`config.mk`:
```
export PLATFORM = sky130hd
export DESIGN_NAME = sfe_spi_front_end
export DESIGN_NICKNAME = d
export VERILOG_FILES = /design/src/sfe_pkg.sv /design/src/sfe_buf.sv /design/src/sfe_spi_front_end.sv
export VERILOG_INCLUDE_DIRS = /design/src
export SDC_FILE = /design/constraint.sdc
export NUM_CORES = 1
export LEC_CHECK = 0
export BUFFER_PORTS_ARGS = -buffer_cell sky130_fd_sc_hd__buf_2
export CORE_MARGIN = 2
export CORE_UTILIZATION = 44
export CTS_BUF_LIST = sky130_fd_sc_hd__clkbuf_8
export DETAILED_ROUTE_END_ITERATION = 8
export GPL_TIMING_DRIVEN = 0
export PLACE_DENSITY_LB_ADDON = 0.1
export SLEW_MARGIN = 15
export SYNTH_ARGS = -nofsm -noshare
export SYNTH_HDL_FRONTEND = slang
export SYNTH_SLANG_ARGS = --single-unit
```
`constraint.sdc`:
```
create_clock -name clk_sys_i -period 9.2 [get_ports clk_sys_i]
set_input_delay 1.38 -clock clk_sys_i [delete_from_list [all_inputs] [get_ports clk_sys_i]]
set_output_delay 1.38 -clock clk_sys_i [all_outputs]
set_load 0.005 [all_outputs]
```
`src/sfe_map.svh`:
```
// Offsets, opcodes, field positions and reset values of the SPI command front end.
// Assumes inclusion by its bare name from the front end's design files.
`ifndef SFE_MAP_SVH
`define SFE_MAP_SVH

// Positions of the pins in the synchroniser vector, and the vector's reset value
`define SFE_PIN_CS        0
`define SFE_PIN_SCK       1
`define SFE_PIN_SI        2
`define SFE_PIN_HOLD      3
`define SFE_PIN_RST       4'hF

// Opcodes
`define SFE_OP_RD_FAST    8'h0B
`define SFE_OP_RD_SLOW    8'h03
`define SFE_OP_ERASE_4K   8'h20
`define SFE_OP_ERASE_32A  8'h52
`define SFE_OP_ERASE_32B  8'hD8
`define SFE_OP_CHIP_A     8'h60
`define SFE_OP_CHIP_B     8'hC7
`define SFE_OP_CHIP_OLD   8'h62
`define SFE_OP_PROGRAM    8'h02
`define SFE_OP_WR_EN      8'h06
`define SFE_OP_WR_DIS     8'h04
`define SFE_OP_OTP_PROG   8'h9B
`define SFE_OP_OTP_READ   8'h77
`define SFE_OP_STAT_RD    8'h05
`define SFE_OP_STAT_WR    8'h01
`define SFE_OP_ID         8'h9F
`define SFE_OP_ID_OLD     8'h15
`define SFE_OP_PWR_DOWN   8'hB9
`define SFE_OP_PWR_UP     8'hAB

// Phase lengths in bytes
`define SFE_ADDR_BYTES    2'h3
`define SFE_NO_BYTES      2'h0
`define SFE_ONE_BYTE      2'h1
`define SFE_TWO_BYTES     2'h2
`define SFE_OUT_ANY       3'h0
`define SFE_ID_OLD_BYTES  3'h2

// Region masks applied to the captured address, and the byte sent when no data is offered
`define SFE_MASK_4K       16'hF000
`define SFE_MASK_32K      16'h8000
`define SFE_MASK_PAGE     16'hFFFF
`define SFE_IDLE_BYTE     8'hFF

`endif

```
`src/sfe_pkg.sv`:
```
// Types shared by the SPI command front end.
// Assumes nothing of its surroundings.
`default_nettype none
package sfe_pkg;

  typedef enum logic [3:0] {
    SFE_CMD_NONE, SFE_CMD_READ, SFE_CMD_ERASE_4K, SFE_CMD_ERASE_32K, SFE_CMD_ERASE_CHIP,
    SFE_CMD_PROGRAM, SFE_CMD_WR_EN, SFE_CMD_WR_DIS, SFE_CMD_OTP_PROG, SFE_CMD_OTP_READ,
    SFE_CMD_STAT_RD, SFE_CMD_STAT_WR, SFE_CMD_ID, SFE_CMD_ID_OLD, SFE_CMD_PWR_DOWN,
    SFE_CMD_PWR_UP
  } sfe_cmd_t;

  typedef enum logic [1:0] {SFE_DIR_NONE, SFE_DIR_IN, SFE_DIR_OUT} sfe_dir_t;

  typedef struct packed {
    sfe_cmd_t   cmd;
    logic       known;
    logic [1:0] addr_n;
    logic [1:0] dummy_n;
    sfe_dir_t   dir;
    logic [2:0] out_max;
  } sfe_op_t;

endpackage : sfe_pkg

`default_nettype wire

```
`src/sfe_buf.sv`:
```
// Small ring buffer with valid/ready on both sides.
// Assumes one clock; the reader may stall and the writer sees in_ready_o fall.
`timescale 1ns/100ps
`default_nettype none

module sfe_buf #(
  parameter int unsigned WIDTH = 8,
  parameter int unsigned DEPTH = 2
) (
  input  wire logic             clk_sys_i,   // System clock
  input  wire logic             rst_b_i,     // Asynchronous reset, active low
  input  wire logic [WIDTH-1:0] in_data_i,   // Word to store
  input  wire logic             in_valid_i,  // Word offered
  output logic                  in_ready_o,  // Room for a word
  output logic      [WIDTH-1:0] out_data_o,  // Oldest word
  output logic                  out_valid_o, // Oldest word present
  input  wire logic             out_ready_i  // Reader takes the word
);

  localparam int unsigned PW = (DEPTH > 1) ? $clog2(DEPTH) : 1;

  generate
    if ((DEPTH < 2) || ((DEPTH & (DEPTH - 1)) != 0) || (WIDTH < 1)) begin : g_bad
      $error("sfe_buf: DEPTH must be a power of two of at least 2");
    end
  endgenerate

  logic [WIDTH-1:0] mem_reg [DEPTH];
  logic [PW-1:0]    wr_ptr_reg;
  logic [PW-1:0]    rd_ptr_reg;
  logic [PW:0]      count_reg;
  wire              push = in_valid_i & in_ready_o;
  wire              pop  = out_valid_o & out_ready_i;

  assign in_ready_o  = (count_reg != (PW+1)'(DEPTH));
  assign out_valid_o = (count_reg != '0);
  assign out_data_o  = mem_reg[rd_ptr_reg];

  always_ff @(posedge clk_sys_i or negedge rst_b_i) begin
    if (!rst_b_i) begin
      wr_ptr_reg <= '0;
      rd_ptr_reg <= '0;
      count_reg  <= '0;
    end else begin
      if (push) wr_ptr_reg <= wr_ptr_reg + 1'b1;
      if (pop) rd_ptr_reg <= rd_ptr_reg + 1'b1;
      count_reg <= count_reg + (PW+1)'(push) - (PW+1)'(pop);
    end
  end

  always_ff @(posedge clk_sys_i) begin
    if (push) mem_reg[wr_ptr_reg] <= in_data_i;
  end

endmodule : sfe_buf

`default_nettype wire

```
`src/sfe_spi_front_end.sv`:
```
// SPI-slave command front end of a small serial flash: framing, opcode decode, data paths.
// Assumes the serial pins arrive asynchronously and SCK is at least eight clk_sys_i periods.
`timescale 1ns/100ps
`default_nettype none
`include "sfe_map.svh"

module sfe_spi_front_end #(
  parameter int unsigned ID_MAX_BYTES = 4
) (
  input  wire logic              clk_sys_i,     // System clock, 20 MHz
  input  wire logic              rst_b_i,       // Asynchronous reset, active low
  input  wire logic              cs_b_i,        // Chip select pin, active low
  input  wire logic              sck_i,         // Serial clock pin
  input  wire logic              si_i,          // Serial input pin
  input  wire logic              hold_b_i,      // Hold pin, active low
  output logic                   so_o,          // Serial output level
  output logic                   so_oe_o,       // Serial output enable
  output sfe_pkg::sfe_cmd_t      cmd_code_o,    // Decoded command
  output logic [15:0]            cmd_addr_o,    // Region-aligned address
  output logic                   cmd_start_o,   // Header complete pulse
  output logic                   cmd_commit_o,  // Command complete pulse
  output logic                   cmd_abort_o,   // Command discarded pulse
  output logic [7:0]             rx_data_o,     // Received data byte
  output logic                   rx_valid_o,    // Received byte waiting
  input  wire logic              rx_ready_i,    // Receiver takes the byte
  output logic                   rx_overrun_o,  // Byte lost this frame
  input  wire logic [7:0]        tx_data_i,     // Byte to send
  input  wire logic              tx_valid_i,    // Byte to send present
  output logic                   tx_ready_o     // Byte to send taken
);

  generate
    if ((ID_MAX_BYTES < 1) || (ID_MAX_BYTES > 7)) begin : g_bad
      $error("sfe_spi_front_end: ID_MAX_BYTES must be 1 to 7");
    end
  endgenerate

  typedef enum logic [2:0] {ST_IDLE, ST_OPCODE, ST_HDR, ST_DATA, ST_IGNORE} sfe_state_t;

  ////////////////////////////////////////////////////////////////////////////////////////////
  // Functions

  function automatic sfe_pkg::sfe_op_t op_mk(input sfe_pkg::sfe_cmd_t c,
                                             input logic [1:0] a,
                                             input logic [1:0] dm,
                                             input sfe_pkg::sfe_dir_t dir,
                                             input logic [2:0] mx);
    sfe_pkg::sfe_op_t o;
    o.cmd     = c;
    o.known   = 1'b1;
    o.addr_n  = a;
    o.dummy_n = dm;
    o.dir     = dir;
    o.out_max = mx;
    return o;
  endfunction : op_mk

  function automatic sfe_pkg::sfe_op_t op_decode(input logic [7:0] op);
    sfe_pkg::sfe_op_t d;
    d = op_mk(sfe_pkg::SFE_CMD_NONE, `SFE_NO_BYTES, `SFE_NO_BYTES, sfe_pkg::SFE_DIR_NONE,
              `SFE_OUT_ANY);
    d.known = 1'b0;
    case (op)
      `SFE_OP_RD_FAST: d = op_mk(sfe_pkg::SFE_CMD_READ, `SFE_ADDR_BYTES, `SFE_ONE_BYTE,
                                 sfe_pkg::SFE_DIR_OUT, `SFE_OUT_ANY);
      `SFE_OP_RD_SLOW: d = op_mk(sfe_pkg::SFE_CMD_READ, `SFE_ADDR_BYTES, `SFE_NO_BYTES,
                                 sfe_pkg::SFE_DIR_OUT, `SFE_OUT_ANY);
      `SFE_OP_ERASE_4K: d = op_mk(sfe_pkg::SFE_CMD_ERASE_4K, `SFE_ADDR_BYTES, `SFE_NO_BYTES,
                                  sfe_pkg::SFE_DIR_NONE, `SFE_OUT_ANY);
      `SFE_OP_ERASE_32A,
      `SFE_OP_ERASE_32B: d = op_mk(sfe_pkg::SFE_CMD_ERASE_32K, `SFE_ADDR_BYTES, `SFE_NO_BYTES,
                                   sfe_pkg::SFE_DIR_NONE, `SFE_OUT_ANY);
      `SFE_OP_CHIP_A,
      `SFE_OP_CHIP_B,
      `SFE_OP_CHIP_OLD: d = op_mk(sfe_pkg::SFE_CMD_ERASE_CHIP, `SFE_NO_BYTES, `SFE_NO_BYTES,
                                  sfe_pkg::SFE_DIR_NONE, `SFE_OUT_ANY);
      `SFE_OP_PROGRAM: d = op_mk(sfe_pkg::SFE_CMD_PROGRAM, `SFE_ADDR_BYTES, `SFE_NO_BYTES,
                                 sfe_pkg::SFE_DIR_IN, `SFE_OUT_ANY);
      `SFE_OP_WR_EN: d = op_mk(sfe_pkg::SFE_CMD_WR_EN, `SFE_NO_BYTES, `SFE_NO_BYTES,
                               sfe_pkg::SFE_DIR_NONE, `SFE_OUT_ANY);
      `SFE_OP_WR_DIS: d = op_mk(sfe_pkg::SFE_CMD_WR_DIS, `SFE_NO_BYTES, `SFE_NO_BYTES,
                                sfe_pkg::SFE_DIR_NONE, `SFE_OUT_ANY);
      `SFE_OP_OTP_PROG: d = op_mk(sfe_pkg::SFE_CMD_OTP_PROG, `SFE_ADDR_BYTES, `SFE_NO_BYTES,
                                  sfe_pkg::SFE_DIR_IN, `SFE_OUT_ANY);
      `SFE_OP_OTP_READ: d = op_mk(sfe_pkg::SFE_CMD_OTP_READ, `SFE_ADDR_BYTES, `SFE_TWO_BYTES,
                                  sfe_pkg::SFE_DIR_OUT, `SFE_OUT_ANY);
      `SFE_OP_STAT_RD: d = op_mk(sfe_pkg::SFE_CMD_STAT_RD, `SFE_NO_BYTES, `SFE_NO_BYTES,
                                 sfe_pkg::SFE_DIR_OUT, `SFE_OUT_ANY);
      `SFE_OP_STAT_WR: d = op_mk(sfe_pkg::SFE_CMD_STAT_WR, `SFE_NO_BYTES, `SFE_NO_BYTES,
                                 sfe_pkg::SFE_DIR_IN, `SFE_OUT_ANY);
      `SFE_OP_ID: d = op_mk(sfe_pkg::SFE_CMD_ID, `SFE_NO_BYTES, `SFE_NO_BYTES,
                            sfe_pkg::SFE_DIR_OUT, 3'(ID_MAX_BYTES));
      `SFE_OP_ID_OLD: d = op_mk(sfe_pkg::SFE_CMD_ID_OLD, `SFE_NO_BYTES, `SFE_NO_BYTES,
                                sfe_pkg::SFE_DIR_OUT, `SFE_ID_OLD_BYTES);
      `SFE_OP_PWR_DOWN: d = op_mk(sfe_pkg::SFE_CMD_PWR_DOWN, `SFE_NO_BYTES, `SFE_NO_BYTES,
                                  sfe_pkg::SFE_DIR_NONE, `SFE_OUT_ANY);
      `SFE_OP_PWR_UP: d = op_mk(sfe_pkg::SFE_CMD_PWR_UP, `SFE_NO_BYTES, `SFE_NO_BYTES,
                                sfe_pkg::SFE_DIR_NONE, `SFE_OUT_ANY);
      default: d.known = 1'b0;
    endcase
    return d;
  endfunction : op_decode

  // The 4K and 32K erases ignore the low bits inside their region; everything else keeps the byte address
  function automatic logic [15:0] addr_align(input sfe_pkg::sfe_cmd_t c, input logic [15:0] a);
    logic [15:0] m;
    m = `SFE_MASK_PAGE;
    if (c == sfe_pkg::SFE_CMD_ERASE_4K) m = `SFE_MASK_4K;
    if (c == sfe_pkg::SFE_CMD_ERASE_32K) m = `SFE_MASK_32K;
    return a & m;
  endfunction : addr_align

  ////////////////////////////////////////////////////////////////////////////////////////////
  // Pin synchronisers: three stages, a change counts once stages two and three agree

  logic [3:0] sync1_reg;
  logic [3:0] sync2_reg;
  logic [3:0] sync3_reg;
  logic [3:0] filt_reg;
  logic [3:0] filt_d_reg;
  wire  [3:0] pins_raw  = {hold_b_i, si_i, sck_i, cs_b_i};
  wire  [3:0] filt_next = (sync2_reg & sync3_reg) | (filt_reg & (sync2_reg ^ sync3_reg));

  always_ff @(posedge clk_sys_i or negedge rst_b_i) begin
    if (!rst_b_i) begin
      sync1_reg  <= `SFE_PIN_RST;
      sync2_reg  <= `SFE_PIN_RST;
      sync3_reg  <= `SFE_PIN_RST;
      filt_reg   <= `SFE_PIN_RST;
      filt_d_reg <= `SFE_PIN_RST;
    end else begin
      sync1_reg  <= pins_raw;
      sync2_reg  <= sync1_reg;
      sync3_reg  <= sync2_reg;
      filt_reg   <= filt_next;
      filt_d_reg <= filt_reg;
    end
  end

  ////////////////////////////////////////////////////////////////////////////////////////////
  // Edges and phase decode

  sfe_state_t        st_reg;
  sfe_state_t        st_next;
  logic              hold_act_reg;
  logic [2:0]        bit_cnt_reg;
  logic [7:0]        rx_sh_reg;
  sfe_pkg::sfe_op_t  op_reg;
  logic [1:0]        addr_left_reg;
  logic [1:0]        dummy_left_reg;
  logic [15:0]       addr_sh_reg;
  logic [1:0]        din_cnt_reg;
  logic [2:0]        out_cnt_reg;
  logic [7:0]        tx_sh_reg;
  logic              buf_in_ready;

  wire cs_act    = ~filt_reg[`SFE_PIN_CS];
  wire cs_fall   = cs_act & filt_d_reg[`SFE_PIN_CS];
  wire cs_rise   = filt_reg[`SFE_PIN_CS] & ~filt_d_reg[`SFE_PIN_CS];
  // Only edges matter, so the resting level of SCK between frames is irrelevant
  wire sck_rise  = filt_reg[`SFE_PIN_SCK] & ~filt_d_reg[`SFE_PIN_SCK];
  wire sck_fall  = ~filt_reg[`SFE_PIN_SCK] & filt_d_reg[`SFE_PIN_SCK];
  wire si_bit    = filt_reg[`SFE_PIN_SI];
  wire hold_low  = ~filt_reg[`SFE_PIN_HOLD];
  wire sck_low   = ~filt_reg[`SFE_PIN_SCK];
  wire hold_next = cs_act & (hold_act_reg ? ~(~hold_low & sck_low) : (hold_low & sck_low));
  wire listening = (st_reg == ST_OPCODE) | (st_reg == ST_HDR) | (st_reg == ST_DATA);
  wire rise_eff  = sck_rise & cs_act & ~hold_act_reg & listening;
  wire fall_eff  = sck_fall & cs_act & ~hold_act_reg;
  wire byte_done = rise_eff & (bit_cnt_reg == 3'h7);
  wire [7:0] rx_byte = {rx_sh_reg[6:0], si_bit};

  sfe_pkg::sfe_op_t op_dec;
  assign op_dec = op_decode(rx_byte);

  wire opc_byte   = byte_done & (st_reg == ST_OPCODE);
  wire hdr_byte   = byte_done & (st_reg == ST_HDR);
  wire data_byte  = byte_done & (st_reg == ST_DATA);
  wire opc_short  = (op_dec.addr_n == `SFE_NO_BYTES) & (op_dec.dummy_n == `SFE_NO_BYTES);
  wire hdr_last   = (addr_left_reg + {1'b0, (dummy_left_reg != `SFE_NO_BYTES)}) == 2'h1
                    & (dummy_left_reg <= `SFE_ONE_BYTE);
  wire hdr_done   = (opc_byte & op_dec.known & opc_short) | (hdr_byte & hdr_last);
  wire addr_phase = hdr_byte & (addr_left_reg != `SFE_NO_BYTES);
  wire [15:0] addr_now = addr_phase ? {addr_sh_reg[7:0], rx_byte} : addr_sh_reg;

  sfe_pkg::sfe_op_t hdr_op;
  assign hdr_op = (st_reg == ST_OPCODE) ? op_dec : op_reg;

  wire out_dir  = (op_reg.dir == sfe_pkg::SFE_DIR_OUT);
  wire rx_push  = data_byte & (op_reg.dir == sfe_pkg::SFE_DIR_IN);
  wire tx_load  = (hdr_done & (hdr_op.dir == sfe_pkg::SFE_DIR_OUT)) | (data_byte & out_dir);
  wire out_room = (hdr_op.out_max == `SFE_OUT_ANY) | (out_cnt_reg < hdr_op.out_max);
  wire tx_take  = tx_load & out_room;
  wire [7:0] tx_byte = (tx_take & tx_valid_i) ? tx_data_i : `SFE_IDLE_BYTE;

  wire on_byte  = (bit_cnt_reg == 3'h0);
  wire din_ok   = (din_cnt_reg != 2'h0)
                  & ((op_reg.cmd != sfe_pkg::SFE_CMD_STAT_WR) | (din_cnt_reg == 2'h1));
  wire cmd_ok   = (st_reg == ST_DATA) & (out_dir | (on_byte & ((op_reg.dir ==
                  sfe_pkg::SFE_DIR_NONE) | ((op_reg.dir == sfe_pkg::SFE_DIR_IN) & din_ok))));

  assign tx_ready_o = tx_take;
  assign so_oe_o    = cs_act & ~hold_act_reg & (st_reg == ST_DATA) & out_dir;

  ////////////////////////////////////////////////////////////////////////////////////////////
  // Command state

  always_comb begin
    st_next = st_reg;
    if (cs_rise) begin
      st_next = ST_IDLE;
    end else if (cs_fall) begin
      st_next = ST_OPCODE;
    end else if (byte_done) begin
      unique case (st_reg)
        ST_OPCODE: st_next = !op_dec.known ? ST_IGNORE : (opc_short ? ST_DATA : ST_HDR);
        ST_HDR:    st_next = hdr_last ? ST_DATA : ST_HDR;
        ST_DATA:   st_next = ST_DATA;
        ST_IDLE:   st_next = ST_IDLE;
        ST_IGNORE: st_next = ST_IGNORE;
      endcase
    end
  end

  always_ff @(posedge clk_sys_i or negedge rst_b_i) begin
    if (!rst_b_i) begin
      st_reg       <= ST_IDLE;
      hold_act_reg <= 1'b0;
      bit_cnt_reg  <= 3'h0;
      rx_sh_reg    <= 8'h00;
    end else begin
      st_reg       <= st_next;
      hold_act_reg <= hold_next;
      if (cs_fall) bit_cnt_reg <= 3'h0;
      else if (rise_eff) bit_cnt_reg <= bit_cnt_reg + 3'h1;
      if (rise_eff) rx_sh_reg <= rx_byte;
    end
  end

  always_ff @(posedge clk_sys_i or negedge rst_b_i) begin
    if (!rst_b_i) begin
      op_reg         <= '0;
      addr_left_reg  <= 2'h0;
      dummy_left_reg <= 2'h0;
      addr_sh_reg    <= 16'h0000;
    end else if (opc_byte) begin
      op_reg         <= op_dec;
      addr_left_reg  <= op_dec.addr_n;
      dummy_left_reg <= op_dec.dummy_n;
    end else if (hdr_byte) begin
      if (addr_phase) begin
        addr_left_reg <= addr_left_reg - 2'h1;
        addr_sh_reg   <= addr_now;
      end else begin
        dummy_left_reg <= dummy_left_reg - 2'h1;
      end
    end
  end

  ////////////////////////////////////////////////////////////////////////////////////////////
  // User-side results

  always_ff @(posedge clk_sys_i or negedge rst_b_i) begin
    if (!rst_b_i) begin
      cmd_code_o   <= sfe_pkg::SFE_CMD_NONE;
      cmd_addr_o   <= 16'h0000;
      cmd_start_o  <= 1'b0;
      cmd_commit_o <= 1'b0;
      cmd_abort_o  <= 1'b0;
      rx_overrun_o <= 1'b0;
      din_cnt_reg  <= 2'h0;
    end else begin
      cmd_start_o  <= hdr_done;
      cmd_commit_o <= cs_rise & cmd_ok;
      cmd_abort_o  <= cs_rise & ~cmd_ok & (st_reg != ST_IDLE);
      if (hdr_done) begin
        cmd_code_o <= hdr_op.cmd;
        cmd_addr_o <= addr_align(hdr_op.cmd, addr_now);
      end
      if (cs_fall) rx_overrun_o <= 1'b0;
      else if (rx_push & ~buf_in_ready) rx_overrun_o <= 1'b1;
      if (cs_fall) din_cnt_reg <= 2'h0;
      else if (rx_push & (din_cnt_reg != 2'h3)) din_cnt_reg <= din_cnt_reg + 2'h1;
    end
  end

  // Output bits leave on SCK fall so they are stable at the host's next rise
  always_ff @(posedge clk_sys_i or negedge rst_b_i) begin
    if (!rst_b_i) begin
      tx_sh_reg   <= `SFE_IDLE_BYTE;
      so_o        <= 1'b0;
      out_cnt_reg <= 3'h0;
    end else begin
      if (cs_fall) out_cnt_reg <= 3'h0;
      else if (tx_take & (out_cnt_reg != 3'h7)) out_cnt_reg <= out_cnt_reg + 3'h1;
      if (tx_load) begin
        tx_sh_reg <= tx_byte;
      end else if (fall_eff & (st_reg == ST_DATA) & out_dir) begin
        so_o      <= tx_sh_reg[7];
        tx_sh_reg <= {tx_sh_reg[6:0], 1'b1};
      end
    end
  end

  // The receiver cannot stall the host, so a full buffer costs the byte and flags it
  sfe_buf #(
    .WIDTH (8),
    .DEPTH (2)
  ) u_rx_buf (
    .clk_sys_i   (clk_sys_i),
    .rst_b_i     (rst_b_i),
    .in_data_i   (rx_byte),
    .in_valid_i  (rx_push),
    .in_ready_o  (buf_in_ready),
    .out_data_o  (rx_data_o),
    .out_valid_o (rx_valid_o),
    .out_ready_i (rx_ready_i)
  );
endmodule : sfe_spi_front_end

`default_nettype wire

```
After elaboration in Yosys (flattened, before gate mapping)
Memory sizes are Yosys's and may differ from the RTL's. Cells that the tools add are included.

Register bits: 108. Memory bits (writable): 16. Bits of input ports: 16. Output and inout bits: 36. Logic and storage cells: 212. Memories kept: 1.

Add/sub/neg operators: 10. Order comparisons: 2. Eq/ne operators: 36. Muxes and demuxes: 35. Bitwise gates (word level): 68. Reductions and logical operators: 29.

Memories: u_rx_buf.mem_reg (depth 2, width 8, rd ports 1, clocked after Yosys merged registers in 0, wr ports 1, line sfe_buf.sv:28) `logic [WIDTH-1:0] mem_reg [DEPTH];`.

Operators with widths (count): one-hot mux 9 bit (9 select lines) (1); one-hot mux 4 bit (15 select lines) (1); == test 8 bit, second input constant (6); two-way mux 16 bit (3); bitwise AND 1 bit (44); == test 8 x 7 -> 1 bit, second input constant (4); == test 8 x 3 -> 1 bit, second input constant (3); two-way mux 3 bit (8); two-way mux 8 bit (3); nonzero test 2 bit (11); OR reduction 19 bit (1); bitwise AND 16 bit (1); == test 8 x 2 -> 1 bit, second input constant (2); two-way mux 2 bit (8); one-hot mux 3 bit (5 select lines) (1); two-way mux 14 bit (1); two-way mux 12 bit (1); NOT 1 bit (11); logical NOT 3 bit (3); bitwise AND 4 bit (2); == test 4 x 2 -> 1 bit, second input constant (2); == test 8 x 1 -> 1 bit, second input constant (1); == test 8 x 4 -> 1 bit, second input constant (1); == test 8 x 5 -> 1 bit, second input constant (1); 27 further kinds (60).

Logic depth before layout (Yosys ltp)
Gate-level depths: netlist (run 1).

Depth in word-level cells: 16. Gate-level depth with buffers: 12. Depth with buffers taken out: 11.

Modules after synthesis
A second synthesis (run 1) with hierarchy kept.

Cells, all modules: 516. Area total of the unflattened synthesis: 5694.2 um2.

By module, submodules not included: sfe_spi_front_end (instances 1, cells each 469, area each 4884.7 um2, seq. area each 2484.9 um2); sfe_buf (instances 1, cells each 47, area each 809.5 um2, seq. area each 580.6 um2).

Least setup slack after synthesis (run 1)
OpenSTA, ideal clock, no wires.

Kind: register -> output. Start point: register filt_reg[1]. End point: output port tx_ready_o. Arrival time: 2322 ps. Data required time: 7820 ps. Setup slack: 5498 ps. Stages on the path, launching flop included: 10. Buffers on the path: 2. Cells stage by stage: dfstp_2 > or3b_4 > nor3_4 > nand3_1 > nor4_1 > a21boi_1 > buf_2 > o21a_1 > buf_2 > nor2_1.

Longest elaborated chain between the ends: 12. Elaborated cells on any way between the ends: 16. Classes of those cells: 16 x bitwise.

RTL lines: start: declaration (line sfe_spi_front_end.sv:119) `logic [3:0] filt_reg;`; start signal: assignment (line sfe_spi_front_end.sv:129) `` filt_reg <= `SFE_PIN_RST; ``; start signal: assignment (line sfe_spi_front_end.sv:135) `filt_reg <= filt_next;`; bitwise AND 1 bit * (line sfe_spi_front_end.sv:161) `` wire sck_rise = filt_reg[`SFE_PIN_SCK] & ~filt_d_reg[`SFE_PIN_SCK]; ``; bitwise AND 1 bit * (3 in series) (line sfe_spi_front_end.sv:168) `wire rise_eff = sck_rise & cs_act & ~hold_act_reg & listening;`; bitwise AND 1 bit * (line sfe_spi_front_end.sv:170) `wire byte_done = rise_eff & (bit_cnt_reg == 3'h7);`; bitwise AND 1 bit (line sfe_spi_front_end.sv:176) `wire opc_byte = byte_done & (st_reg == ST_OPCODE);`; bitwise AND 1 bit (2 in series) (line sfe_spi_front_end.sv:182) `wire hdr_done = (opc_byte & op_dec.known & opc_short) | (hdr_byte & hdr_last);`; bitwise OR 1 bit (line sfe_spi_front_end.sv:182); bitwise AND 1 bit (line sfe_spi_front_end.sv:191) `wire tx_load = (hdr_done & (hdr_op.dir == sfe_pkg::SFE_DIR_OUT)) | (data_byte & out_dir);`; bitwise OR 1 bit * (line sfe_spi_front_end.sv:191); bitwise AND 1 bit * (line sfe_spi_front_end.sv:193) `wire tx_take = tx_load & out_room;`; end: declaration (line sfe_spi_front_end.sv:29) `output logic tx_ready_o`.

Mark *: on every way between the ends. The rest lies on a longest branch, timed or not.

Worst setup path in the final report (run 1)
Same ends and word-level chain as after synthesis.

==> out/qor.csv, run 1 <==
metric;value;unit
fin_nets;630;
cts_made_buffers;17;
io_buffers;51;
clkTransAtPathRegs;0.06;ns
post_cts_buffers;0;
ys_ff_latch;118;
rsz0062_at_grt;false;
clock_sinks;118;
detailedPlace.worstSlack;4.86;ns
final_area;0.00650;sq mm
first_global_vias;4163;
grt_overflow;0;
ant_nets;0;
synth_area_leader_cell;dfrtp_1;
synth_warnings;0;
dr.pass1.iters;4;
peakVddDrop;113;uV
tns;0;ns
syn-cell-area;0.00565;sq mm
gp_congestion;0.862;
antenna_cells;0;
fin_crit;4.73;ns
die_h;117;um
ys_seq_area_share;54.3;%
grt_pass1_wl;20800;um
cp.arrival;3.35;ns
cts_root_buffer;clkbuf_8;
grt_util_all_layers;19.1;%
finalNonFillerCells;780;
finalHoldViolCount;0;
dpl.cell_count;748;
synth.avg_cell_area;10.8;sq um
cts-resized-gates;0;
drive_gt1_share;25.7;%
drtIter0Drc;211;
synth_ff_type;dfrtp_1;
io_pins;52;
vias_per_cell;5.19;
worstHoldPathType;register to register;
relSlewSlack;31.3;%
power_density;208;mW/mm^2
wl_per_cell;15.9;um
vias;4048;
r2r_slack;5.77;ns
routed_wl;12400;um
fmax;211;MHz
dp_hpwl;8740;um
synth-async-reset-ratio;86.4;%
fin_skew;0.0109;ns
clock_latency;0.44;ns
multiInputGateArea;0.00236;sq mm
fill_cells;1172;
antenna_found_initial;0;
synth_edf_count;16;
clock_path_buffers;2;
fin_util;51.7;%
seqCellArea;0.00307;sq mm
syn_nets;559;
synthCells;524;
synth_top_cell_area_share;33.7;%
drc;0;
placed_cell_area;0.00615;sq mm
syn_to_final_growth;15.1;%
cp-start-kind;register;
crit_fanout;10;
die_w;117;um
slew_violations;0;
status;complete, no violations;
period_share;51.5;%
maxCapViolCount;0;
layout_setup_ws;4.47;ns
tightest_slew;1.02;ns
fp-row-count;41;
cp-end-kind;output pin;
synthDistinctLibCells;66;
cts_tree;done;
start_util;45.0;%
grt_max_degree;81;
worstPathRequired;7.82;ns
hold_buffers;0;
core-area;0.0126;sq mm
design.die.area;0.0138;sq mm
finalSetupViolCount;0;
yosys-top-cells-area;dfrtp_1 34%, dfstp_2 12%, edfxtp_1 8.5%;
htreeDepth;4;
p_leak;3.00;nW
critPathKind;register to output pin;
-- placed cells by master (no fill, tap or decap), drive strengths merged, types with 4 or more instances in the layout --
| cell | count |
|---|---|
| nand4 | 9 |
| dfrtp | 76 |
| buf | 68 |
| dfstp | 26 |
| nand3b | 4 |
| a21o | 4 |
| nand2b | 8 |
| nand3 | 7 |
| mux2 | 30 |
| nor4 | 5 |
| mux2i | 9 |
| nor2 | 35 |
| xnor2 | 7 |
| o21ai | 38 |
| nor3 | 13 |
| inv | 28 |
| ha | 19 |
| a21oi | 7 |
| edfxtp | 16 |
| nor3b | 4 |
| nand2 | 82 |
| o211ai | 18 |
| nor2b | 6 |
| clkbuf | 35 |
-- worst max-delay path, stage by stage (launching register included) --
cell and delay [ns]:
dfstp_2 0.58, or3b_4 0.42, nor3_4 0.34, nand3_1 0.18, nor4_1 0.45, a21boi_1 0.16
buf_2 0.22, o21a_1 0.20, buf_2 0.17, nor2_1 0.09, buf_2 0.12
-- cell usage after synthesis, types with 12 or more instances --
library cell / number
clkbuf_1: 13
dfrtp_1: 76
dfstp_2: 26
edfxtp_1: 16
ha_1: 19
inv_1: 22
mux2_2: 23
nand2_1: 82
nor2_1: 35
nor3_1: 12
o211ai_1: 18
o21ai_0: 32
-- metrics by stage --
stage / hold WS (ns) / power (mW)
2_1_floorplan: 0.345 / 0.841
3_3_place_gp: 0.346 / 0.942
3_5_place_dp: 0.347 / 0.949
4_1_cts: 0.356 / 1.37
5_1_grt: 0.359 / 1.43
6_report: 0.353 / 1.35
-- cell families after synthesis --
kind of cell	synth area share, %
simple gates	17.8
xor+xnor	1.55
flops	54.3
mux	7.97
buf+inv	3.96
fa+ha+maj	4.21
compound gates	10.3
-- layer usage --
layer / GRT usage, % / up-vias / routed length (um)
met5: 0 / - / 0
met4: 7.15 / 0 / 193
met3: 4.72 / 19 / 407
met2: 29.1 / 71 / 5700
met1: 26.5 / 1977 / 6110
li1: - / 1981 / -
-- cell type report --
cell class	count	share of cell area, %
timing repair buffer	52	4.44
multi-input combinational	355	36.3
sequential	118	47.1
clock inverter	10	0.693
buffer	29	2.17
clock buffer	22	4.66
tap	172	3.31
inverter	22	1.27
-- power by group --
group | switching (mW) | internal [mW] | total (mW)
clock network | 0.196 | 0.214 | 0.411
registers | 0.0230 | 0.570 | 0.592
logic | 0.220 | 0.129 | 0.349
-- final timing paths --
| check | cells past startpoint | start | endpoint |
|---|---|---|---|
| worst max-delay path | 10 | filt_reg[1] | tx_ready_o |
| worst min-delay path | 0 | sync1_reg[2] | sync2_reg[2] |
| worst max register to register | 4 | filt_reg[1] | u_rx_buf.mem_reg[0][2] |
| worst min register to register | 0 | sync1_reg[2] | sync2_reg[2] |
| max in group asynchronous | 2 | rst_b_i | sync3_reg[3] |
| min in group asynchronous | 1 | rst_b_i | u_rx_buf.rd_ptr_reg |
Power figures use the tool's default switching activity.
==> run 2: changes to the inputs <==
Settings changed: ABC_AREA from default to 1.
Clock period 9.2 ns to 4.3 ns, I/O delays scaled along.
==> out/qor.csv, run 2 <==
metric;value;unit
routed_wl;11200;um
worstPathRequired;3.65;ns
wl_per_cell;13.5;um
design.die.area;0.0133;sq mm
core-area;0.0120;sq mm
fmax;281;MHz
synthCells;604;
design_power_total;2.83;mW
fin_nets;710;
clock_latency;0.45;ns
final_area;0.00630;sq mm
critPathKind;register to output pin;
die_h;115;um
cp.arrival;2.92;ns
antenna_found_initial;0;
synth_common_cells;187 x nand2_1, 76 x dfrtp_1, 57 x nor2_1;
fp-row-count;40;
tns;0;ns
finalHoldViolCount;0;
fill_cells;1148;
maxCapViolCount;0;
reg2reg_depth;12;
cts-resized-gates;0;
layout_common_cells;187 x nand2_1, 76 x dfrtp_1, 57 x nor2_1, 56 x inv_1, 54 x buf_2;
synth-async-reset-ratio;86.4;%
clkTransAtPathRegs;0.06;ns
synth.avg_cell_area;9.00;sq um
relSlewSlack;51.1;%
crit_fanout;10;
power_density;449;mW/mm^2
drive_gt1_share;19.9;%
clock_sinks;118;
rsz0062_at_grt;false;
r2r_start;filt_reg[1];
crit_slowest_cell;dfrtp_1;
grt_max_degree;55;
worstHoldPathType;primary input to asynchronous set/reset pin;
ys_seq_area_share;56.4;%
fin_skew;0.0145;ns
crit_buf_inv;3;
start_util;45.3;%
cp-start-kind;register;
antenna_cells;0;
fin_util;52.5;%
vias;4185;
multiInputGateArea;0.00209;sq mm
drc;0;
vias_per_cell;5.01;
finalSetupViolCount;0;
post_cts_buffers;0;
syn_to_final_growth;15.9;%
die_w;115;um
cp-end-kind;output pin;
grt_util_all_layers;19.0;%
tightest_slew;0.730;ns
grt_pass1_wl;19300;um
dp_hpwl;8250;um
gp_congestion;0.865;
cpMostUsedCell;nand2_1;
synth_top_cell_area_share;35.0;%
cts_root_buffer;clkbuf_8;
cts_made_buffers;17;
io_pins;52;
cts_tree;done;
layout_commonest_cell;nand2_1;
syn_nets;639;
r2r_slack;1.35;ns
synthDistinctLibCells;48;
cpPeakStageDelay;0.46;ns
period_share;82.8;%
yosys-top-cells-area;dfrtp_1 35%, nand2_1 13%, dfstp_2 13%;
finalNonFillerCells;835;
synth_most_common_cell;nand2_1;
dpl.cell_count;803;
status;complete, no violations;
synth_area_leader_cell;dfrtp_1;
r2r_end;u_rx_buf.mem_reg[1][3];
hold_buffers;0;
slew_violations;0;
ant_nets;0;
io_buffers;51;
critical_path.top_delay_family;simple AND/OR/NAND/NOR gates;
crit_chain;inv_1, nand2_1, nor2_1, nand2_1, nand2_1, nor2_1, nand2_1, nor2_1, nand3_1, nand2_2, buf_2, nand3b_1, a21oi_1, buf_2;
grt_overflow;0;
synth_ff_type;dfrtp_1;
placed_cell_area;0.00591;sq mm
seqCellArea;0.00307;sq mm
first_global_vias;4090;
syn-cell-area;0.00544;sq mm
synth_edf_count;16;
dr.pass1.iters;4;
peakVddDrop;224;uV
htreeDepth;4;
ys_ff_latch;118;
clock_path_buffers;2;
fin_crit;3.56;ns
p_leak;3.17;nW
drtIter0Drc;224;
synth_warnings;0;
-- run 2: cell types whose count changed after synthesis, sizes merged, moves of 5 or more --
cell,delta
o31ai,+5
inv,+37
mux2,-29
nor2b,-6
clkbuf,-8
mux2i,-8
xnor2,-6
buf,-11
nand3,+22
o21ai,+17
nand2b,-8
o211ai,-17
nand2,+110
nor2,+28
-- run 2: cells by family after synthesis --
| kind of cell | Yosys count | synth area share (%) |
|---|---|---|
| xor+xnor | 4 | 0.645 |
| mux | 2 | 0.391 |
| simple gates | 303 | 23.8 |
| buf+inv | 71 | 5.20 |
| flops | 118 | 56.4 |
| fa+ha+maj | 19 | 4.37 |
| compound gates | 87 | 9.25 |
-- run 2: worst max path at each step --
stage | from | end | slack (ns) | cells after the start
CTS | filt_reg[1] | tx_ready_o | 0.73 | 12
detailed placement | filt_reg[1] | tx_ready_o | 1.25 | 12
global route | rx_sh_reg[2] | tx_ready_o | 0.41 | 14
global placement | filt_reg[2] | tx_ready_o | 1.21 | 14
finish | rx_sh_reg[2] | tx_ready_o | 0.74 | 14
floorplan | filt_reg[1] | tx_ready_o | 1.81 | 11
-- run 2: worst register-to-register path, stage by stage (launching register included) --
cell      delay (ns)
dfstp_2         0.56
inv_1           0.07
nor3_2          0.19
nand2_2         0.16
clkinv_2        0.12
nand2_4         0.09
inv_1           0.09
nand2_1         0.05
nor3_1          0.22
inv_1           0.15
nor2_1          0.22
inv_1           0.08
nor2_1          0.56
-- run 2: per-layer routing --
metal,wire (um),vias to the layer above,global-route usage (%)
li1,-,2116,-
met1,5200,1971,23.3
met2,5390,74,30.9
met3,377,24,5.22
met4,264,0,9.64
met5,0,-,0
-- run 2: metrics by stage --
step,setup WS [ns],hold slack (ns)
floorplan,1.81,0.345
global placement,1.21,0.345
detailed placement,1.25,0.348
CTS,0.731,0.122
global route,0.410,0.144
finish,0.738,0.126
-- run 2: area by class of cell --
type / instances / share of cell area [%]
flip-flops and latches: 118 / 48.6
multi-input cells: 415 / 33.1
clock buffers: 23 / 5.02
repair buffers: 52 / 4.59
inverters: 61 / 3.69
well taps: 147 / 2.92
clock inverters: 9 / 1.19
plain buffers: 10 / 0.794
-- run 2: power breakdown --
part / internal [mW] / switching [mW]
sequential: 1.21 / 0.0613
combinational: 0.191 / 0.393
clock: 0.541 / 0.428
total: 1.95 / 0.882
==> run 3: changes to the inputs <==
Settings changed: ABC_AREA 1 to 0.
Clock period 4.3 ns to 3.12 ns, I/O delays scaled along.
==> out/qor.csv, run 3 (synthesized netlist as in run 1, its figures left out) <==
metric;value;unit
maxCapViolCount;0;
antenna_found_initial;0;
critical_path.top_delay_family;simple AND/OR/NAND/NOR gates;
gp_congestion;0.862;
crit_slowest_cell;dfstp_2;
clock_sinks;118;
grt_overflow;0;
vias_per_cell;5.21;
fin_util;55.4;%
whs;0.132;ns
cp-end-kind;output pin;
fin_nets;661;
drc;0;
grt_pass1_wl;20900;um
fill_cells;1140;
ant_nets;0;
fp-row-count;41;
dr.pass1.iters;5;
critPathKind;register to output pin;
routed_wl;12800;um
crit_buf_inv;2;
design_power_total;4.22;mW
io_buffers;51;
multiInputGateArea;0.00252;sq mm
finalHoldViolCount;0;
clock_latency;0.44;ns
worstHoldPathType;primary input to register;
clkTransAtPathRegs;0.06;ns
dp_hpwl;8740;um
antenna_cells;0;
crit_fanout;3;
final_area;0.00697;sq mm
rsz0062_at_grt;true;
finalSetupViolCount;1;
layout_commonest_cell;nand2_1;
drtIter0Drc;170;
io_pins;52;
cts_root_buffer;clkbuf_8;
violations;negative setup slack;
status;finished, violations left;
relSlewSlack;47.4;%
fmax;319;MHz
clock_path_buffers;2;
drive_gt1_share;34.9;%
tns;-0.0166;ns
tightest_slew;0.778;ns
core-area;0.0126;sq mm
fin_skew;0.0100;ns
cts_tree;done;
start_util;45.0;%
layout_setup_ws;-0.0166;ns
period_share;101;%
die_h;117;um
fin_crit;3.14;ns
wl_per_cell;15.8;um
cts_made_buffers;17;
cpPeakStageDelay;0.53;ns
die_w;117;um
p_leak;3.22;nW
design.die.area;0.0138;sq mm
cp-start-kind;register;
crit_chain;or3b_4, or4b_4, or3_4, o21a_1, buf_6, nor2_4, buf_2;
cp.arrival;2.67;ns
peakVddDrop;340;uV
worstPathRequired;2.65;ns
placed_cell_area;0.00615;sq mm
seqCellArea;0.00307;sq mm
vias;4227;
layout_common_cells;80 x nand2_1, 71 x dfrtp_1, 51 x buf_2, 38 x buf_4, 32 x nor2_1;
power_density;606;mW/mm^2
grt_max_degree;81;
syn_to_final_growth;23.3;%
htreeDepth;4;
slew_violations;0;
grt_util_all_layers;19.2;%
first_global_vias;4177;
==> run 3: changes by cell type in the layout (fill, tap and decap cells not counted), moves of 6 or more <==
cell / previous run / this run
xnor2_1: 1 / 7
inv_1: 56 / 28
o21ai_1: 12 / 6
mux2_4: 0 / 6
nand2_1: 187 / 80
o21ai_0: 41 / 31
buf_4: 0 / 38
nor2_1: 57 / 32
mux2_2: 1 / 23
nand2b_1: 0 / 8
o211ai_1: 1 / 18
mux2i_1: 1 / 8
nand3_1: 28 / 5
==> run 3: final timing paths <==
path / from / endpoint / slack (ns) / cells past startpoint
min in group asynchronous: rst_b_i / u_rx_buf.rd_ptr_reg / 0.47 / 2
worst max register to register: filt_reg[1] / u_rx_buf.mem_reg[1][5] / 0.13 / 6
worst max-delay path: filt_reg[1] / tx_ready_o / -0.02 / 7
worst min register to register: sync1_reg[2] / sync2_reg[2] / 0.35 / 0
max in group asynchronous: rst_b_i / sync3_reg[3] / 1.94 / 3
worst min-delay path: hold_b_i / sync1_reg[3] / 0.13 / 1
==> run 3: cell type report <==
class / count / share of cell area (%)
buffer: 25 / 2.32
clock buffer: 22 / 4.35
clock inverter: 10 / 0.647
inverter: 22 / 1.19
multi-input combinational: 355 / 36.1
sequential: 118 / 44.1
tap: 172 / 3.09
timing repair buffer: 87 / 8.19
==> run 3: what timing repair did <==
item | 4_1_cts | 5_1_grt
pin swaps | 5 | 20
endpoints found under the setup margin | 37 | 46
gates resized for setup | 22 | 40
hold buffers | 1 | 0
hold endpoints to repair | 20 | 0
setup buffers | 5 | 29
cloned | 0 | 0
==> run 3: report_power, final <==
group / switching (mW) / internal [mW] / leakage (nW)
Sequential: 0.0941 / 1.68 / 1.46
Clock: 0.581 / 0.633 / 0.202
Combinational: 0.704 / 0.529 / 1.56
==> run 3: routing by layer <==
metal	global-route usage [%]	vias up	part of all wire, %
met5	0	-	0
met4	7.98	0	1.9
met3	4.67	19	3.3
met2	28.9	84	46
met1	26.6	2077	48
li1	-	2047	-
==> run 3: through the flow <==
stage	std cells	setup slack [ns]
after CTS	784	-0.217
after detailed placement	748	-0.345
after global routing	811	-0.107
after floorplan	524	0.0155
final	811	-0.0166
after global placement	747	-0.370
